[config.mk]
export PLATFORM = sky130hd
export DESIGN_NAME = gio_ports_e_to_h
export DESIGN_NICKNAME = d
export VERILOG_FILES = /design/src/gio_pkg.sv /design/src/gio_bank.sv /design/src/gio_alt_sel.sv /design/src/gio_ports_e_to_h.sv
export SDC_FILE = /design/constraint.sdc
export NUM_CORES = 1
export LEC_CHECK = 0
export BUFFER_PORTS_ARGS = -buffer_cell sky130_fd_sc_hd__buf_2
export CORE_ASPECT_RATIO = 0.5
export CORE_MARGIN = 2
export CORE_UTILIZATION = 35
export CTS_BUF_LIST = sky130_fd_sc_hd__clkbuf_4 sky130_fd_sc_hd__clkbuf_8
export DETAILED_ROUTE_END_ITERATION = 6
export PLACE_DENSITY = 0.67
export SLEW_MARGIN = 0
export SYNTH_ARGS = -nofsm -noshare
export SYNTH_HDL_FRONTEND = slang
export SYNTH_SLANG_ARGS = --single-unit
[constraint.sdc]
create_clock -name clk -period 2.2 [get_ports clk]
set_input_delay 0.22 -clock clk [delete_from_list [all_inputs] [get_ports clk]]
set_output_delay 0.22 -clock clk [all_outputs]
set_load 0.1 [all_outputs]
[src/gio_pkg.sv]
// ==========================================================================
// Notes on behaviour
// RULE1: Direction one drives the latch onto the pin; zero leaves pin undriven.
// RULE2: Reset clears all eight port E direction bits, so pins not owned by serial or timer blocks are inputs.
// RULE3: Reset clears port F, G and H direction bits, so pins other than timer-owned port F pins are inputs.
// RULE4: Port E data read returns latch for outputs, pin level for inputs.
// RULE5: Port F data read picks latch or live pin level bit by bit.
// RULE6: Port G data read returns latch where direction is one, else pin.
// RULE7: Port H data read returns latch where direction is one, else pin.
// RULE8: Latches always take writes; an input pin read is never affected.
// RULE9: Reset leaves the seven port F data latches unchanged.
// RULE10: Reset leaves the port G and port H data latches unchanged.
// RULE11: Port F pins 3..0 carry timer A channels 5..2 when selected.
// RULE12: Port F pins 5..4 carry timer B channels 1..0 when selected.
// RULE13: Timer-owned port F pins ignore direction for drive, not for reads.
// RULE14: Port G pins feed keyboard inputs 2..0 when their enables are set.
// RULE15: Port H pins feed keyboard inputs 4..3 when their enables are set.
// RULE16: Software should load a latch before turning its pin to output.
// RULE17: Port F has seven pins, G three, H two, each latch plus direction.
// RULE18: Every direction bit reads back the last written or reset value.
// RULE19: Port E pins used by serial or timer blocks ignore direction drive.
// RULE20: Unused upper bits of narrow registers read zero and ignore writes.
package gio_pkg;

  // ========================================================================
  // Bus geometry
  localparam int ADDR_W = 16;
  localparam int DATA_W = 8;

  // ========================================================================
  // Register offsets
  localparam logic [15:0] OFS_E_DATA = 16'h0008;
  localparam logic [15:0] OFS_F_DATA = 16'h0009;
  localparam logic [15:0] OFS_G_DATA = 16'h000A;
  localparam logic [15:0] OFS_H_DATA = 16'h000B;
  localparam logic [15:0] OFS_E_DIR  = 16'h000C;
  localparam logic [15:0] OFS_F_DIR  = 16'h000D;
  localparam logic [15:0] OFS_G_DIR  = 16'h000E;
  localparam logic [15:0] OFS_H_DIR  = 16'h000F;

  // ========================================================================
  // Port widths
  localparam int E_W = 8;
  localparam int F_W = 7; // RULE17
  localparam int G_W = 3; // RULE17
  localparam int H_W = 2; // RULE17

  // ========================================================================
  // Reset values of direction registers and of the read data register
  localparam logic [7:0] E_DIR_RST = 8'h00;
  localparam logic [6:0] F_DIR_RST = 7'h00;
  localparam logic [2:0] G_DIR_RST = 3'h0;
  localparam logic [1:0] H_DIR_RST = 2'h0;
  localparam logic [7:0] RDATA_RST = 8'h00;

  // ========================================================================
  // Alternate function layout
  localparam int ELS_W    = 2;
  localparam int TA_CH_N  = 4;
  localparam int TB_CH_N  = 2;
  localparam int TA_F_LSB = 0;
  localparam int TB_F_LSB = 4;
  localparam int KB_N     = 5;
  localparam int KB_G_LSB = 0;
  localparam int KB_H_LSB = 3;

endpackage : gio_pkg

[src/gio_bank.sv]
`timescale 1ns/1ps
// Latch, direction and pin logic for one port of W pins
module gio_bank #(
  parameter int W = 8
) (
  // Clock and reset
  input  wire logic         clk,
  input  wire logic         rst,
  // Register writes
  input  wire logic         wr_data,
  input  wire logic         wr_dir,
  input  wire logic [7:0]   wdata,
  // Pins
  input  wire logic [W-1:0] pin_in,
  output logic      [W-1:0] pin_out,
  output logic      [W-1:0] pin_oe,
  // Alternate function ownership
  input  wire logic [W-1:0] alt_sel,
  input  wire logic [W-1:0] alt_out,
  input  wire logic [W-1:0] alt_oe,
  // State seen by the register file
  output logic      [W-1:0] latch,
  output logic      [W-1:0] dir,
  output logic      [W-1:0] rd_val
);

  typedef struct packed {
    logic [W-1:0] latch;
    logic [W-1:0] dir;
  } gio_bank_s;

  gio_bank_s st;
  gio_bank_s next_st;

  // ========================================================================
  // Next state: latches take writes regardless of direction
  always_comb begin
    next_st = st;
    if (wr_data) begin
      next_st.latch = wdata[W-1:0]; // RULE8 RULE20
    end
    if (wr_dir) begin
      next_st.dir = wdata[W-1:0]; // RULE18 RULE20
    end
  end

  // ========================================================================
  // Registers; reset touches direction only
  always_ff @(posedge clk) begin
    st <= next_st; // RULE9 RULE10
    if (rst) begin
      st.dir <= '0; // RULE2 RULE3
    end
  end

  assign latch = st.latch;
  assign dir   = st.dir;

  // ========================================================================
  // Per pin drive and read source
  genvar i;
  generate
    for (i = 0; i < W; i++) begin : g_pin
      // Owner picks the buffer; direction always picks the read source
      assign pin_oe[i]  = alt_sel[i] ? alt_oe[i] : st.dir[i]; // RULE1 RULE13 RULE19
      assign pin_out[i] = alt_sel[i] ? alt_out[i] : st.latch[i]; // RULE1
      assign rd_val[i]  = st.dir[i] ? st.latch[i] : pin_in[i]; // RULE8 RULE13
    end
  endgenerate

endmodule : gio_bank

[src/gio_alt_sel.sv]
`timescale 1ns/1ps
// Timer channel ownership of port F and keyboard feeds from ports G and H
module gio_alt_sel (
  // Timer edge/level select fields, two bits per channel
  input  wire logic [7:0] timer_a_edge_level_select,
  input  wire logic [3:0] timer_b_edge_level_select,
  // Keyboard enables and pin levels
  input  wire logic [4:0] keyboard_irq_enable,
  input  wire logic [2:0] pg_in,
  input  wire logic [1:0] ph_in,
  // Results
  output logic      [6:0] pf_sel,
  output logic      [4:0] keyboard_input
);

  logic [4:0] kb_pins;

  // ========================================================================
  // A channel owns its pin when its select field is nonzero
  genvar c;
  generate
    for (c = 0; c < gio_pkg::TA_CH_N; c++) begin : g_ta
      assign pf_sel[gio_pkg::TA_F_LSB+c] =
        |timer_a_edge_level_select[c*gio_pkg::ELS_W +: gio_pkg::ELS_W]; // RULE11
    end
    for (c = 0; c < gio_pkg::TB_CH_N; c++) begin : g_tb
      assign pf_sel[gio_pkg::TB_F_LSB+c] =
        |timer_b_edge_level_select[c*gio_pkg::ELS_W +: gio_pkg::ELS_W]; // RULE12
    end
  endgenerate

  // Pin 6 has no alternate owner
  assign pf_sel[6] = 1'b0;

  // ========================================================================
  // Keyboard inputs gated by their enables
  assign kb_pins        = {ph_in, pg_in};
  assign keyboard_input = kb_pins & keyboard_irq_enable; // RULE14 RULE15

endmodule : gio_alt_sel

[src/gio_ports_e_to_h.sv]
// The implementer's own choice: the address-and-strobe port.
`timescale 1ns/1ps
// General purpose ports E, F, G and H behind a plain register port
module gio_ports_e_to_h (
  // Clock and reset
  input  wire logic        clk,
  input  wire logic        rst,
  // Register port
  input  wire logic [15:0] addr,
  input  wire logic [7:0]  wdata,
  input  wire logic        wr,
  input  wire logic        rd,
  output logic      [7:0]  rdata,
  // Port E pins
  input  wire logic [7:0]  pe_in,
  output logic      [7:0]  pe_out,
  output logic      [7:0]  pe_oe,
  // Port E owners: serial and timer A blocks
  input  wire logic [7:0]  pe_alt_sel,
  input  wire logic [7:0]  pe_alt_out,
  input  wire logic [7:0]  pe_alt_oe,
  // Port F pins
  input  wire logic [6:0]  pf_in,
  output logic      [6:0]  pf_out,
  output logic      [6:0]  pf_oe,
  // Timer A channels 5..2 on port F 3..0
  input  wire logic [7:0]  timer_a_edge_level_select,
  input  wire logic [3:0]  timer_a_channel_pins_out,
  input  wire logic [3:0]  timer_a_channel_pins_oe,
  output logic      [3:0]  timer_a_channel_pins_in,
  // Timer B channels 1..0 on port F 5..4
  input  wire logic [3:0]  timer_b_edge_level_select,
  input  wire logic [1:0]  timer_b_channel_pins_out,
  input  wire logic [1:0]  timer_b_channel_pins_oe,
  output logic      [1:0]  timer_b_channel_pins_in,
  // Port G pins
  input  wire logic [2:0]  pg_in,
  output logic      [2:0]  pg_out,
  output logic      [2:0]  pg_oe,
  // Port H pins
  input  wire logic [1:0]  ph_in,
  output logic      [1:0]  ph_out,
  output logic      [1:0]  ph_oe,
  // Keyboard block
  input  wire logic [4:0]  keyboard_irq_enable,
  output logic      [4:0]  keyboard_input
);

  typedef struct packed {
    logic [7:0] rdata;
    logic [2:0] written; // Latches H, G, F written since power up
  } gio_top_s;

  gio_top_s st;
  gio_top_s next_st;

  logic [7:0] e_latch;
  logic [7:0] e_dir;
  logic [7:0] e_rd;
  logic [6:0] f_latch;
  logic [6:0] f_dir;
  logic [6:0] f_rd;
  logic [2:0] g_latch;
  logic [2:0] g_dir;
  logic [2:0] g_rd;
  logic [1:0] h_latch;
  logic [1:0] h_dir;
  logic [1:0] h_rd;
  logic [6:0] pf_sel;
  logic [6:0] pf_alt_out;
  logic [6:0] pf_alt_oe;

  // ========================================================================
  // Write decode
  logic we_e_data;
  logic we_f_data;
  logic we_g_data;
  logic we_h_data;
  logic we_e_dir;
  logic we_f_dir;
  logic we_g_dir;
  logic we_h_dir;

  assign we_e_data = wr && (addr == gio_pkg::OFS_E_DATA);
  assign we_f_data = wr && (addr == gio_pkg::OFS_F_DATA);
  assign we_g_data = wr && (addr == gio_pkg::OFS_G_DATA);
  assign we_h_data = wr && (addr == gio_pkg::OFS_H_DATA);
  assign we_e_dir  = wr && (addr == gio_pkg::OFS_E_DIR);
  assign we_f_dir  = wr && (addr == gio_pkg::OFS_F_DIR);
  assign we_g_dir  = wr && (addr == gio_pkg::OFS_G_DIR);
  assign we_h_dir  = wr && (addr == gio_pkg::OFS_H_DIR);

  // ========================================================================
  // Alternate function selection
  gio_alt_sel u_alt (
    .timer_a_edge_level_select (timer_a_edge_level_select),
    .timer_b_edge_level_select (timer_b_edge_level_select),
    .keyboard_irq_enable       (keyboard_irq_enable),
    .pg_in                     (pg_in),
    .ph_in                     (ph_in),
    .pf_sel                    (pf_sel),
    .keyboard_input            (keyboard_input)
  );

  // Timer drive merged onto port F, pin 6 has none
  assign pf_alt_out = {1'b0, timer_b_channel_pins_out, timer_a_channel_pins_out}; // RULE11 RULE12
  assign pf_alt_oe  = {1'b0, timer_b_channel_pins_oe, timer_a_channel_pins_oe}; // RULE11 RULE12
  assign timer_a_channel_pins_in = pf_in[3:0]; // RULE11
  assign timer_b_channel_pins_in = pf_in[5:4]; // RULE12

  // ========================================================================
  // Port banks
  gio_bank #(.W(gio_pkg::E_W)) u_e (
    .clk     (clk),
    .rst     (rst),
    .wr_data (we_e_data),
    .wr_dir  (we_e_dir),
    .wdata   (wdata),
    .pin_in  (pe_in),
    .pin_out (pe_out),
    .pin_oe  (pe_oe),
    .alt_sel (pe_alt_sel),
    .alt_out (pe_alt_out),
    .alt_oe  (pe_alt_oe),
    .latch   (e_latch),
    .dir     (e_dir),
    .rd_val  (e_rd)
  );

  gio_bank #(.W(gio_pkg::F_W)) u_f (
    .clk     (clk),
    .rst     (rst),
    .wr_data (we_f_data),
    .wr_dir  (we_f_dir),
    .wdata   (wdata),
    .pin_in  (pf_in),
    .pin_out (pf_out),
    .pin_oe  (pf_oe),
    .alt_sel (pf_sel),
    .alt_out (pf_alt_out),
    .alt_oe  (pf_alt_oe),
    .latch   (f_latch),
    .dir     (f_dir),
    .rd_val  (f_rd)
  );

  gio_bank #(.W(gio_pkg::G_W)) u_g (
    .clk     (clk),
    .rst     (rst),
    .wr_data (we_g_data),
    .wr_dir  (we_g_dir),
    .wdata   (wdata),
    .pin_in  (pg_in),
    .pin_out (pg_out),
    .pin_oe  (pg_oe),
    .alt_sel (3'h0),
    .alt_out (3'h0),
    .alt_oe  (3'h0),
    .latch   (g_latch),
    .dir     (g_dir),
    .rd_val  (g_rd)
  );

  gio_bank #(.W(gio_pkg::H_W)) u_h (
    .clk     (clk),
    .rst     (rst),
    .wr_data (we_h_data),
    .wr_dir  (we_h_dir),
    .wdata   (wdata),
    .pin_in  (ph_in),
    .pin_out (ph_out),
    .pin_oe  (ph_oe),
    .alt_sel (2'h0),
    .alt_out (2'h0),
    .alt_oe  (2'h0),
    .latch   (h_latch),
    .dir     (h_dir),
    .rd_val  (h_rd)
  );

  // ========================================================================
  // Read decode; data stands one cycle after the strobe only
  always_comb begin
    next_st       = st;
    next_st.rdata = 8'h00;
    // Written marks let the checks skip latches that still hold nothing
    next_st.written = st.written | {we_h_data, we_g_data, we_f_data};
    if (!rd) begin
      next_st.rdata = 8'h00;
    end else if (addr == gio_pkg::OFS_E_DATA) begin
      next_st.rdata = e_rd; // RULE4
    end else if (addr == gio_pkg::OFS_F_DATA) begin
      next_st.rdata = {1'b0, f_rd}; // RULE5 RULE20
    end else if (addr == gio_pkg::OFS_G_DATA) begin
      next_st.rdata = {5'h00, g_rd}; // RULE6 RULE20
    end else if (addr == gio_pkg::OFS_H_DATA) begin
      next_st.rdata = {6'h00, h_rd}; // RULE7 RULE20
    end else if (addr == gio_pkg::OFS_E_DIR) begin
      next_st.rdata = e_dir; // RULE18
    end else if (addr == gio_pkg::OFS_F_DIR) begin
      next_st.rdata = {1'b0, f_dir}; // RULE18 RULE20
    end else if (addr == gio_pkg::OFS_G_DIR) begin
      next_st.rdata = {5'h00, g_dir}; // RULE18 RULE20
    end else if (addr == gio_pkg::OFS_H_DIR) begin
      next_st.rdata = {6'h00, h_dir}; // RULE18 RULE20
    end else begin
      next_st.rdata = 8'h00; // Unmapped reads return zero
    end
  end

  // Read data register
  always_ff @(posedge clk) begin
    if (rst) begin
      st.rdata <= gio_pkg::RDATA_RST;
    end else begin
      st <= next_st;
    end
  end

  assign rdata = st.rdata;
endmodule : gio_ports_e_to_h

==> flow_summary.ini, run 1 <==
[synth]
netlist_area_um2 = 2700
netlist-cell-type-count = 36
ys_ff_latch = 48
synth_flop_cell = dfxtp_1
netlist_instances = 270
avgSynthCellArea_um2 = 9.99
yosys-top-cells-count = o21ai_0 (36), mux2_2 (30), dfxtp_1 (28), a21oi_1 (27), edfxtp_1 (20)
yosysTopAreaCell = edfxtp_1
syn_nets = 371
ys_seq_area_frac = 0.431
yosysTopAreaCellShare = 0.223
ys_top_cells_by_area = edfxtp_1 (22%), dfxtp_1 (21%), mux2_2 (13%)
synth_edf_count = 20
ys_async_sr_fraction = 0
ys_warn_count = 0
synth.most_common_cell = o21ai_0

[cells_and_area]
syn_to_final_growth_pct = 35.0
n_antenna_cell = 0
drive_gt1_frac = 0.520
finalNetCount = 517
post-route-util = 0.492
final_area_um2 = 3640
final_cells = 513

[route]
first_pass_iters = 4
drc = 0
drtAntennaViolNets = 0
via_count = 2625
drt_first_iter_violations = 126
wl_per_cell_um = 15.6
vias_per_cell = 5.12
wl_um = 7980

[clock_network]
cts_setup_buffers = 0
cts_tree = yes
cts.sinks = 48
clock-root-buffer = clkbuf_8
cts-resized-gates = 0
cts_made_buffers = 5
htreeDepth = 2
clock_latency_ns = 0.32
cts_buffer_depth = 2
clk_pin_slew_ns = 0.10
ctsHoldBuffers = 0

[flow_run]
cap_violations = 0

[floorplanning]
initial_core_util = 0.364
die_area_um2 = 8460
die_w_um = 128
ios = 160
fp-row-count = 22
die_h_um = 66.1
core-area_um2 = 7400

[sta]
final_max_slew_viol_count = 0
holdWs_ns = 0.103
rsz0062_at_grt = false
finalCritPeriodShare = 0.723
relSlewSlack = 0.522
period_minus_slack_ns = 1.59
max_freq_mhz = 628
finalSetupTns_ns = 0
finalSetupViolations = 0
tightest_slew_ns = 0.714
finalHoldViolations = 0
clock_skew_ns = 0.00545

[worst_setup_path]
critPathLaunchType = input port
cp.required_ns = 2.17
crit_arrival_ns = 1.56
cp_max_fo = 4
criticalPathCategory = input port to flip-flop
cp_slowest_stage_delay_ns = 0.45
cpMaxStageDelayCell = nor3b_1
path_cells = buf_2, nor4_4, and4_1, nand3b_1, nor3b_1
cp-end-kind = flip-flop

[place]
dp_hpwl_um = 6100
gp_congestion = 0.767
numPlacedInstances = 505
place_area_um2 = 3530
port_buffers = 159

[outcome]
status = complete, no violations

[grt]
grt_pass1_wl_um = 12200
gr-total-overflow = 0
first_global_vias = 2469
antenna_found_initial = 0
grt_max_degree = 25
grtUsageTotal = 0.187

[power]
p_leak_nw = 1.56
powerDensity_nw_per_um2 = 598
vdd_ir_drop_max_uv = 392

[worst_hold_path]
hp-class = input port to flip-flop
==> cell type report <==
cell class | instances | area [µm²]
fillers | 724 | 3760
multi-input cells | 195 | 1400
flip-flops and latches | 48 | 1160
repair buffers | 166 | 848
well taps | 96 | 120
clock buffers | 5 | 68.8
clock inverters | 3 | 46.3
==> state kept, by name, summed over array words and instances (netlist names) <==
name and flops:
u_g.dir 3, rdata 8, u_h.dir 2, u_g.latch 3, u_e.latch 8, u_h.latch 2
u_f.latch 7, u_f.dir 7, u_e.dir 8
==> cells by family after synthesis <==
family / synth area share
buffers and inverters: 0.0515
DFF: 0.431
muxes: 0.174
AOI/OAI and AO/OA: 0.146
and+or+nand+nor: 0.199
==> worst paths after layout <==
kind / end / start / slack [ns] / cells past startpoint
setup / recovery: u_g.latch[2] / addr[11] / 0.61 / 5
hold / removal: u_e.latch[7] / wdata[7] / 0.10 / 1
setup reg to reg: rdata[0] / u_e.dir[0] / 0.86 / 4
hold reg to reg: u_f.dir[5] / u_f.dir[5] / 0.51 / 2
==> critical path, delay by kind of cell <==
family | cells | cell delay [ns]
simple gates | 4 | 1.23
buf+inv | 1 | 0.11
==> report_power, final <==
group | switching [mW] | total [mW] | leakage (nW) | internal, mW
registers | 0.00000616 | 0.925 | 0.405 | 0.925
clock network | 0.332 | 0.675 | 0.0548 | 0.343
logic | 0.427 | 0.580 | 1.10 | 0.153
==> layout by cell type (no fill, tap or decap), drive strengths merged <==
| cell type | netlist | layout |
|---|---|---|
| buf | 13 | 166 |
| o21ai | 36 | 36 |
| mux2 | 30 | 30 |
| dfxtp | 28 | 28 |
| a21oi | 27 | 27 |
| edfxtp | 20 | 20 |
| nand4 | 16 | 16 |
| mux2i | 13 | 13 |
| nor2 | 12 | 12 |
| nand2b | 11 | 11 |
| or3b | 7 | 7 |
| and2 | 6 | 6 |
| nand2 | 5 | 5 |
| clkbuf | 14 | 5 |
| nor2b | 4 | 4 |
| nor3 | 4 | 4 |
| nand3b | 4 | 4 |
| nor3b | 3 | 3 |
| or2 | 2 | 2 |
| nor4 | 2 | 2 |
| o211ai | 2 | 2 |
| o32a | 2 | 2 |
| a31oi | 2 | 2 |
| and4 | 1 | 1 |
| and4bb | 1 | 1 |
| a211oi | 1 | 1 |
| o21a | 1 | 1 |
| a21o | 1 | 1 |
| and3 | 1 | 1 |
| o21bai | 1 | 1 |
| bufinv | 0 | 1 |
| clkinvlp | 0 | 1 |
| inv | 0 | 1 |
==> per-layer routing <==
metal	vias to the layer above	wire length, µm	GRT usage
met1	1261	3450	0.234
met5	-	0	0
li1	1282	-	-
met2	74	4060	0.333
met3	8	405	0.0291
met4	0	64	0.0632
==> per-stage QoR <==
stage,setup WS [ns],power [mW]
finish,0.609,2.18
global placement,0.339,1.52
CTS,0.627,2.19
global route,0.503,2.25
detailed placement,0.291,1.53
floorplan,0.421,1.37
(Power assumes the default switching activity.)
==> inputs of run 2 (changes only) <==
PLACE_DENSITY = 0.69   (was 0.67)
clock period = 1.4 ns   (was 2.2 ns; I/O delays follow)
==> flow_summary.ini, run 2 (synthesized netlist as in run 1, its figures left out) <==
[worst_hold_path]
hp-class = input port to flip-flop
whs_path_depth = 1

[cells_and_area]
final_area_um2 = 3990
finalNetCount = 539
final_common_cell = buf_2
fill_cells = 661
drive_gt1_frac = 0.563
syn_to_final_growth_pct = 47.8
post-route-util = 0.538
final_cell_mix = buf_2 (131), o21ai_0 (36), buf_4 (36)
n_antenna_cell = 0

[grt]
first_global_vias = 2526
grtUsageTotal = 0.190
grt_max_degree = 18
antenna_found_initial = 0
gr-total-overflow = 0
grt_pass1_wl_um = 12600

[power]
p_leak_nw = 1.72
vdd_ir_drop_max_uv = 418
powerDensity_nw_per_um2 = 879

[worst_setup_path]
cp-end-kind = primary output
critPathBufInv = 1
cpMaxStageDelayCell = edfxtp_1
cp_max_fo = 2
cp_slowest_stage_delay_ns = 0.40
path_cells = mux2_2, buf_4
crit_family = flip-flops
worstSetupPathDepth = 2
critPathLaunchType = flip-flop
rr_worst_depth = 4
criticalPathCategory = flip-flop to primary output
cp.required_ns = 1.26
crit_arrival_ns = 1.21

[place]
place_area_um2 = 3720
gp_congestion = 0.832
dp_hpwl_um = 6380
port_buffers = 159
place_ws_ns = -0.318

[clock_network]
clk_pin_slew_ns = 0.09
cts_tree = yes
clock-root-buffer = clkbuf_8
htreeDepth = 2
cts_made_buffers = 5
clock_latency_ns = 0.31
cts.sinks = 48
ctsHoldBuffers = 0
cts_buffer_depth = 2

[sta]
finalSetupViolations = 0
finalHoldViolations = 0
relSlewSlack = 0.672
tightest_slew_ns = 0.495
fin_ws_ns = 0.0467
max_freq_mhz = 739
final_max_slew_viol_count = 0
clock_skew_ns = 0.00326
period_minus_slack_ns = 1.35
holdWs_ns = 0.0244
rsz0062_at_grt = false
finalCritPeriodShare = 0.967

[route]
wl_per_cell_um = 15.3
via_count = 2728
drt_first_iter_violations = 154
vias_per_cell = 5.10
drc = 0
drtAntennaViolNets = 0
first_pass_iters = 4
wl_um = 8190

[flow_run]
cap_violations = 0

[outcome]
status = complete, no violations

[floorplanning]
die_w_um = 128
die_area_um2 = 8460
die_h_um = 66.1
fp-row-count = 22
ios = 160
core-area_um2 = 7400
initial_core_util = 0.364
## run 2: cell count changes in the layout (fill, tap and decap cells not counted), moves of 4 or more
cell	previous run	this run
clkbuf_4	0	6
buf_4	7	36
buf_6	0	12
dfxtp_2	0	4
buf_2	159	131
dfxtp_1	28	24
## run 2: path summary, 6_finish.rpt
path                            slack, ns         start           end
worst max register to register       0.07    u_e.dir[0]      rdata[0]
worst min register to register       0.50    u_e.dir[7]    u_e.dir[7]
worst max-delay path                 0.05  u_e.latch[0]     pe_out[0]
worst min-delay path                 0.02      wdata[7]  u_e.latch[7]
## run 2: timing repair
item,CTS,global route
endpoints found under the setup margin,20,35
endpoints found under the hold margin,0,0
buffers inserted,1,1
resized for setup,20,23
pin swaps,0,2
## run 2: through the flow
stage	total power, mW	setup TNS, ns	std cells
3_3_place_gp	2.44	-6.11	525
2_1_floorplan	2.16	-3.88	270
6_report	3.50	0	535
4_1_cts	3.48	0	534
3_5_place_dp	2.44	-7.11	525
5_1_grt	3.63	0	535
## run 2: cell type report
cell class              count  area (µm²)  area share
flip-flops and latches     48        1170       0.293
repair buffers            188        1170       0.293
multi-input cells         195        1420       0.356
well taps                  96         120      0.0301
clock inverters             3        46.3      0.0116
clock buffers               5        68.8      0.0173
## run 2: power breakdown
part,internal [mW],switching [mW],total [mW]
Combinational,0.322,0.689,1.01
Clock,0.538,0.501,1.04
Sequential,1.45,0.0000100,1.45
Total,2.31,1.19,3.50
## run 2: routing by layer
layer	up-vias	share of wire	global-route usage
met5	-	0	0
met4	0	0.0057	0.0412
met3	8	0.072	0.0275
met2	100	0.49	0.319
met1	1286	0.43	0.263
li1	1334	-	-
==> inputs of run 3 (changes only) <==
REMOVE_ABC_BUFFERS = 1   (was unset)
SYNTH_HIERARCHICAL = 1   (was unset)
==> flow_summary.ini, run 3 <==
[outcome]
status = complete, but fails checks
violations = setup timing

[worst_setup_path]
cp_slowest_stage_delay_ns = 0.44
critPathLaunchType = flip-flop
cpMaxStageDelayCell = edfxtp_1
crit_arrival_ns = 1.35
cp.required_ns = 1.26
path_cells = buf_4, mux2_4, buf_12
crit_family = flip-flops
cp-end-kind = primary output
cp_max_fo = 2
criticalPathCategory = flip-flop to primary output
critPathBufInv = 2
r2r_slack_ns = -0.06

[cells_and_area]
final_cell_mix = buf_2 (118), buf_4 (37), mux2i_1 (29)
final_area_um2 = 4760
multi_input_area_um2 = 1730
finalNetCount = 546
n_antenna_cell = 0
syn_to_final_growth_pct = 70.6
regArea_um2 = 1170
final_common_cell = buf_2
fill_cells = 567
final_cells = 554
drive_gt1_frac = 0.614

[route]
drtAntennaViolNets = 0
first_pass_iters = 4
drt_first_iter_violations = 106
wl_per_cell_um = 15.1
drc = 0
wl_um = 8360
via_count = 2573
vias_per_cell = 4.64

[sta]
finalSetupViolations = 6
finalCritPeriodShare = 1.07
max_freq_mhz = 671
fin_ws_ns = -0.0911
rsz0062_at_grt = true
finalHoldViolations = 0
period_minus_slack_ns = 1.49
final_max_slew_viol_count = 0
clock_skew_ns = 0.00667

[clock_network]
clk_pin_slew_ns = 0.09
cts.sinks = 48
htreeDepth = 2
clock-root-buffer = clkbuf_8
ctsHoldBuffers = 0
clock_latency_ns = 0.31
cts_made_buffers = 5
cts_buffer_depth = 2
cts_tree = yes

[synth]
ys_ff_latch = 48
yosysTopAreaCell = edfxtp_1
netlist-cell-type-count = 32
yosys-top-cells-count = mux2_1 (31), mux2i_1 (29), dfxtp_1 (28), mux2_2 (27), nor2_1 (27)
ys_top_cells_by_area = edfxtp_1 (22%), dfxtp_1 (20%), mux2_1 (13%)
synth_flop_cell = dfxtp_1
ys_seq_area_frac = 0.416
synth.most_common_cell = mux2_1
ys_warn_count = 6
netlist_area_um2 = 2790
ys_async_sr_fraction = 0
synth_edf_count = 20
avgSynthCellArea_um2 = 12.0
netlist_instances = 233
yosysTopAreaCellShare = 0.215

[power]
combPwrFrac = 0.331
vdd_ir_drop_max_uv = 415
power.switching_mw = 1.35
power_frac_seq = 0.364
switching_share = 0.338
p_int_mw = 2.64
p_leak_nw = 2.14
powerDensity_nw_per_um2 = 837
clockPowerShare = 0.304

[place]
gp_congestion = 0.748
port_buffers = 159
place_area_um2 = 4280
place_ws_ns = -0.338
dp_hpwl_um = 6470
numPlacedInstances = 544

[floorplanning]
core-area_um2 = 7510
ios = 160
initial_core_util = 0.372
fp-row-count = 22
die_h_um = 67.2
die_w_um = 130
die_area_um2 = 8750

[grt]
grt_max_degree = 17
first_global_vias = 2611
grt_pass1_wl_um = 12300
antenna_found_initial = 0
grtUsageTotal = 0.184
gr-total-overflow = 0

[flow_run]
cap_violations = 0

[worst_hold_path]
hp-class = input port to flip-flop
-- run 3: kinds of logic after synthesis --
logic type	Yosys count	synth area share
other	2	0.00269
flip-flops	48	0.416
AND/OR/NAND/NOR	68	0.141
AO/OA/AOI/OAI	7	0.0202
multiplexers	93	0.381
buffers and inverters	15	0.0399
-- run 3: per-layer routing --
metal	global-route usage	vias to the layer above	routed length [µm]
li1	-	1257	-
met1	0.225	1250	3500
met2	0.340	64	4400
met3	0.0404	2	417
met4	0.0403	0	43
met5	0	-	0
-- run 3: stage by stage --
| step | hold WS, ns | power (mW) | utilization | TNS, ns |
|---|---|---|---|---|
| after floorplan | 0.212 | 2.20 | - | -18.98 |
| after global placement | 0.351 | 2.70 | 0.569 | -10.23 |
| after detailed placement | 0.351 | 2.71 | 0.569 | -11.18 |
| after CTS | 0.0276 | 3.95 | 0.604 | -0.423 |
| after global routing | 0.0210 | 4.11 | 0.634 | -1.03 |
| final | 0.0306 | 3.99 | 0.634 | -0.393 |
-- run 3: final cells by class --
cell class / instances / share of cell area
Clock inverter: 3 / 0.0144
Multi-Input combinational cell: 191 / 0.363
Tap cell: 108 / 0.0284
Clock buffer: 5 / 0.0144
Timing Repair Buffer: 199 / 0.334
Sequential cell: 48 / 0.246
-- run 3: worst paths after layout --
path	start	end	cells past startpoint
worst max register to register	u_g/latch[1]	rdata[1]	4
worst min-delay path	wdata[7]	u_e/latch[7]	1
worst min register to register	u_e/dir[6]	rdata[6]	2
worst max-delay path	u_g/latch[1]	pg_out[1]	3
-- run 3: repair_timing --
action	4_1_cts	5_1_grt
setup endpoints to repair	31	43
hold endpoints to repair	0	0
gates resized for setup	41	61
cloned	0	0
setup buffers	0	3
pin swaps	0	7
-- run 3: power by group through the flow --
stage | Combinational [mW] | Clock [mW] | Sequential [mW]
6_report | 1.32 | 1.21 | 1.45
3_5_place_dp | 1.22 | 0 | 1.49
3_3_place_gp | 1.21 | 0 | 1.49
4_1_cts | 1.26 | 1.23 | 1.45
5_1_grt | 1.37 | 1.29 | 1.45
2_1_floorplan | 0.715 | 0 | 1.49
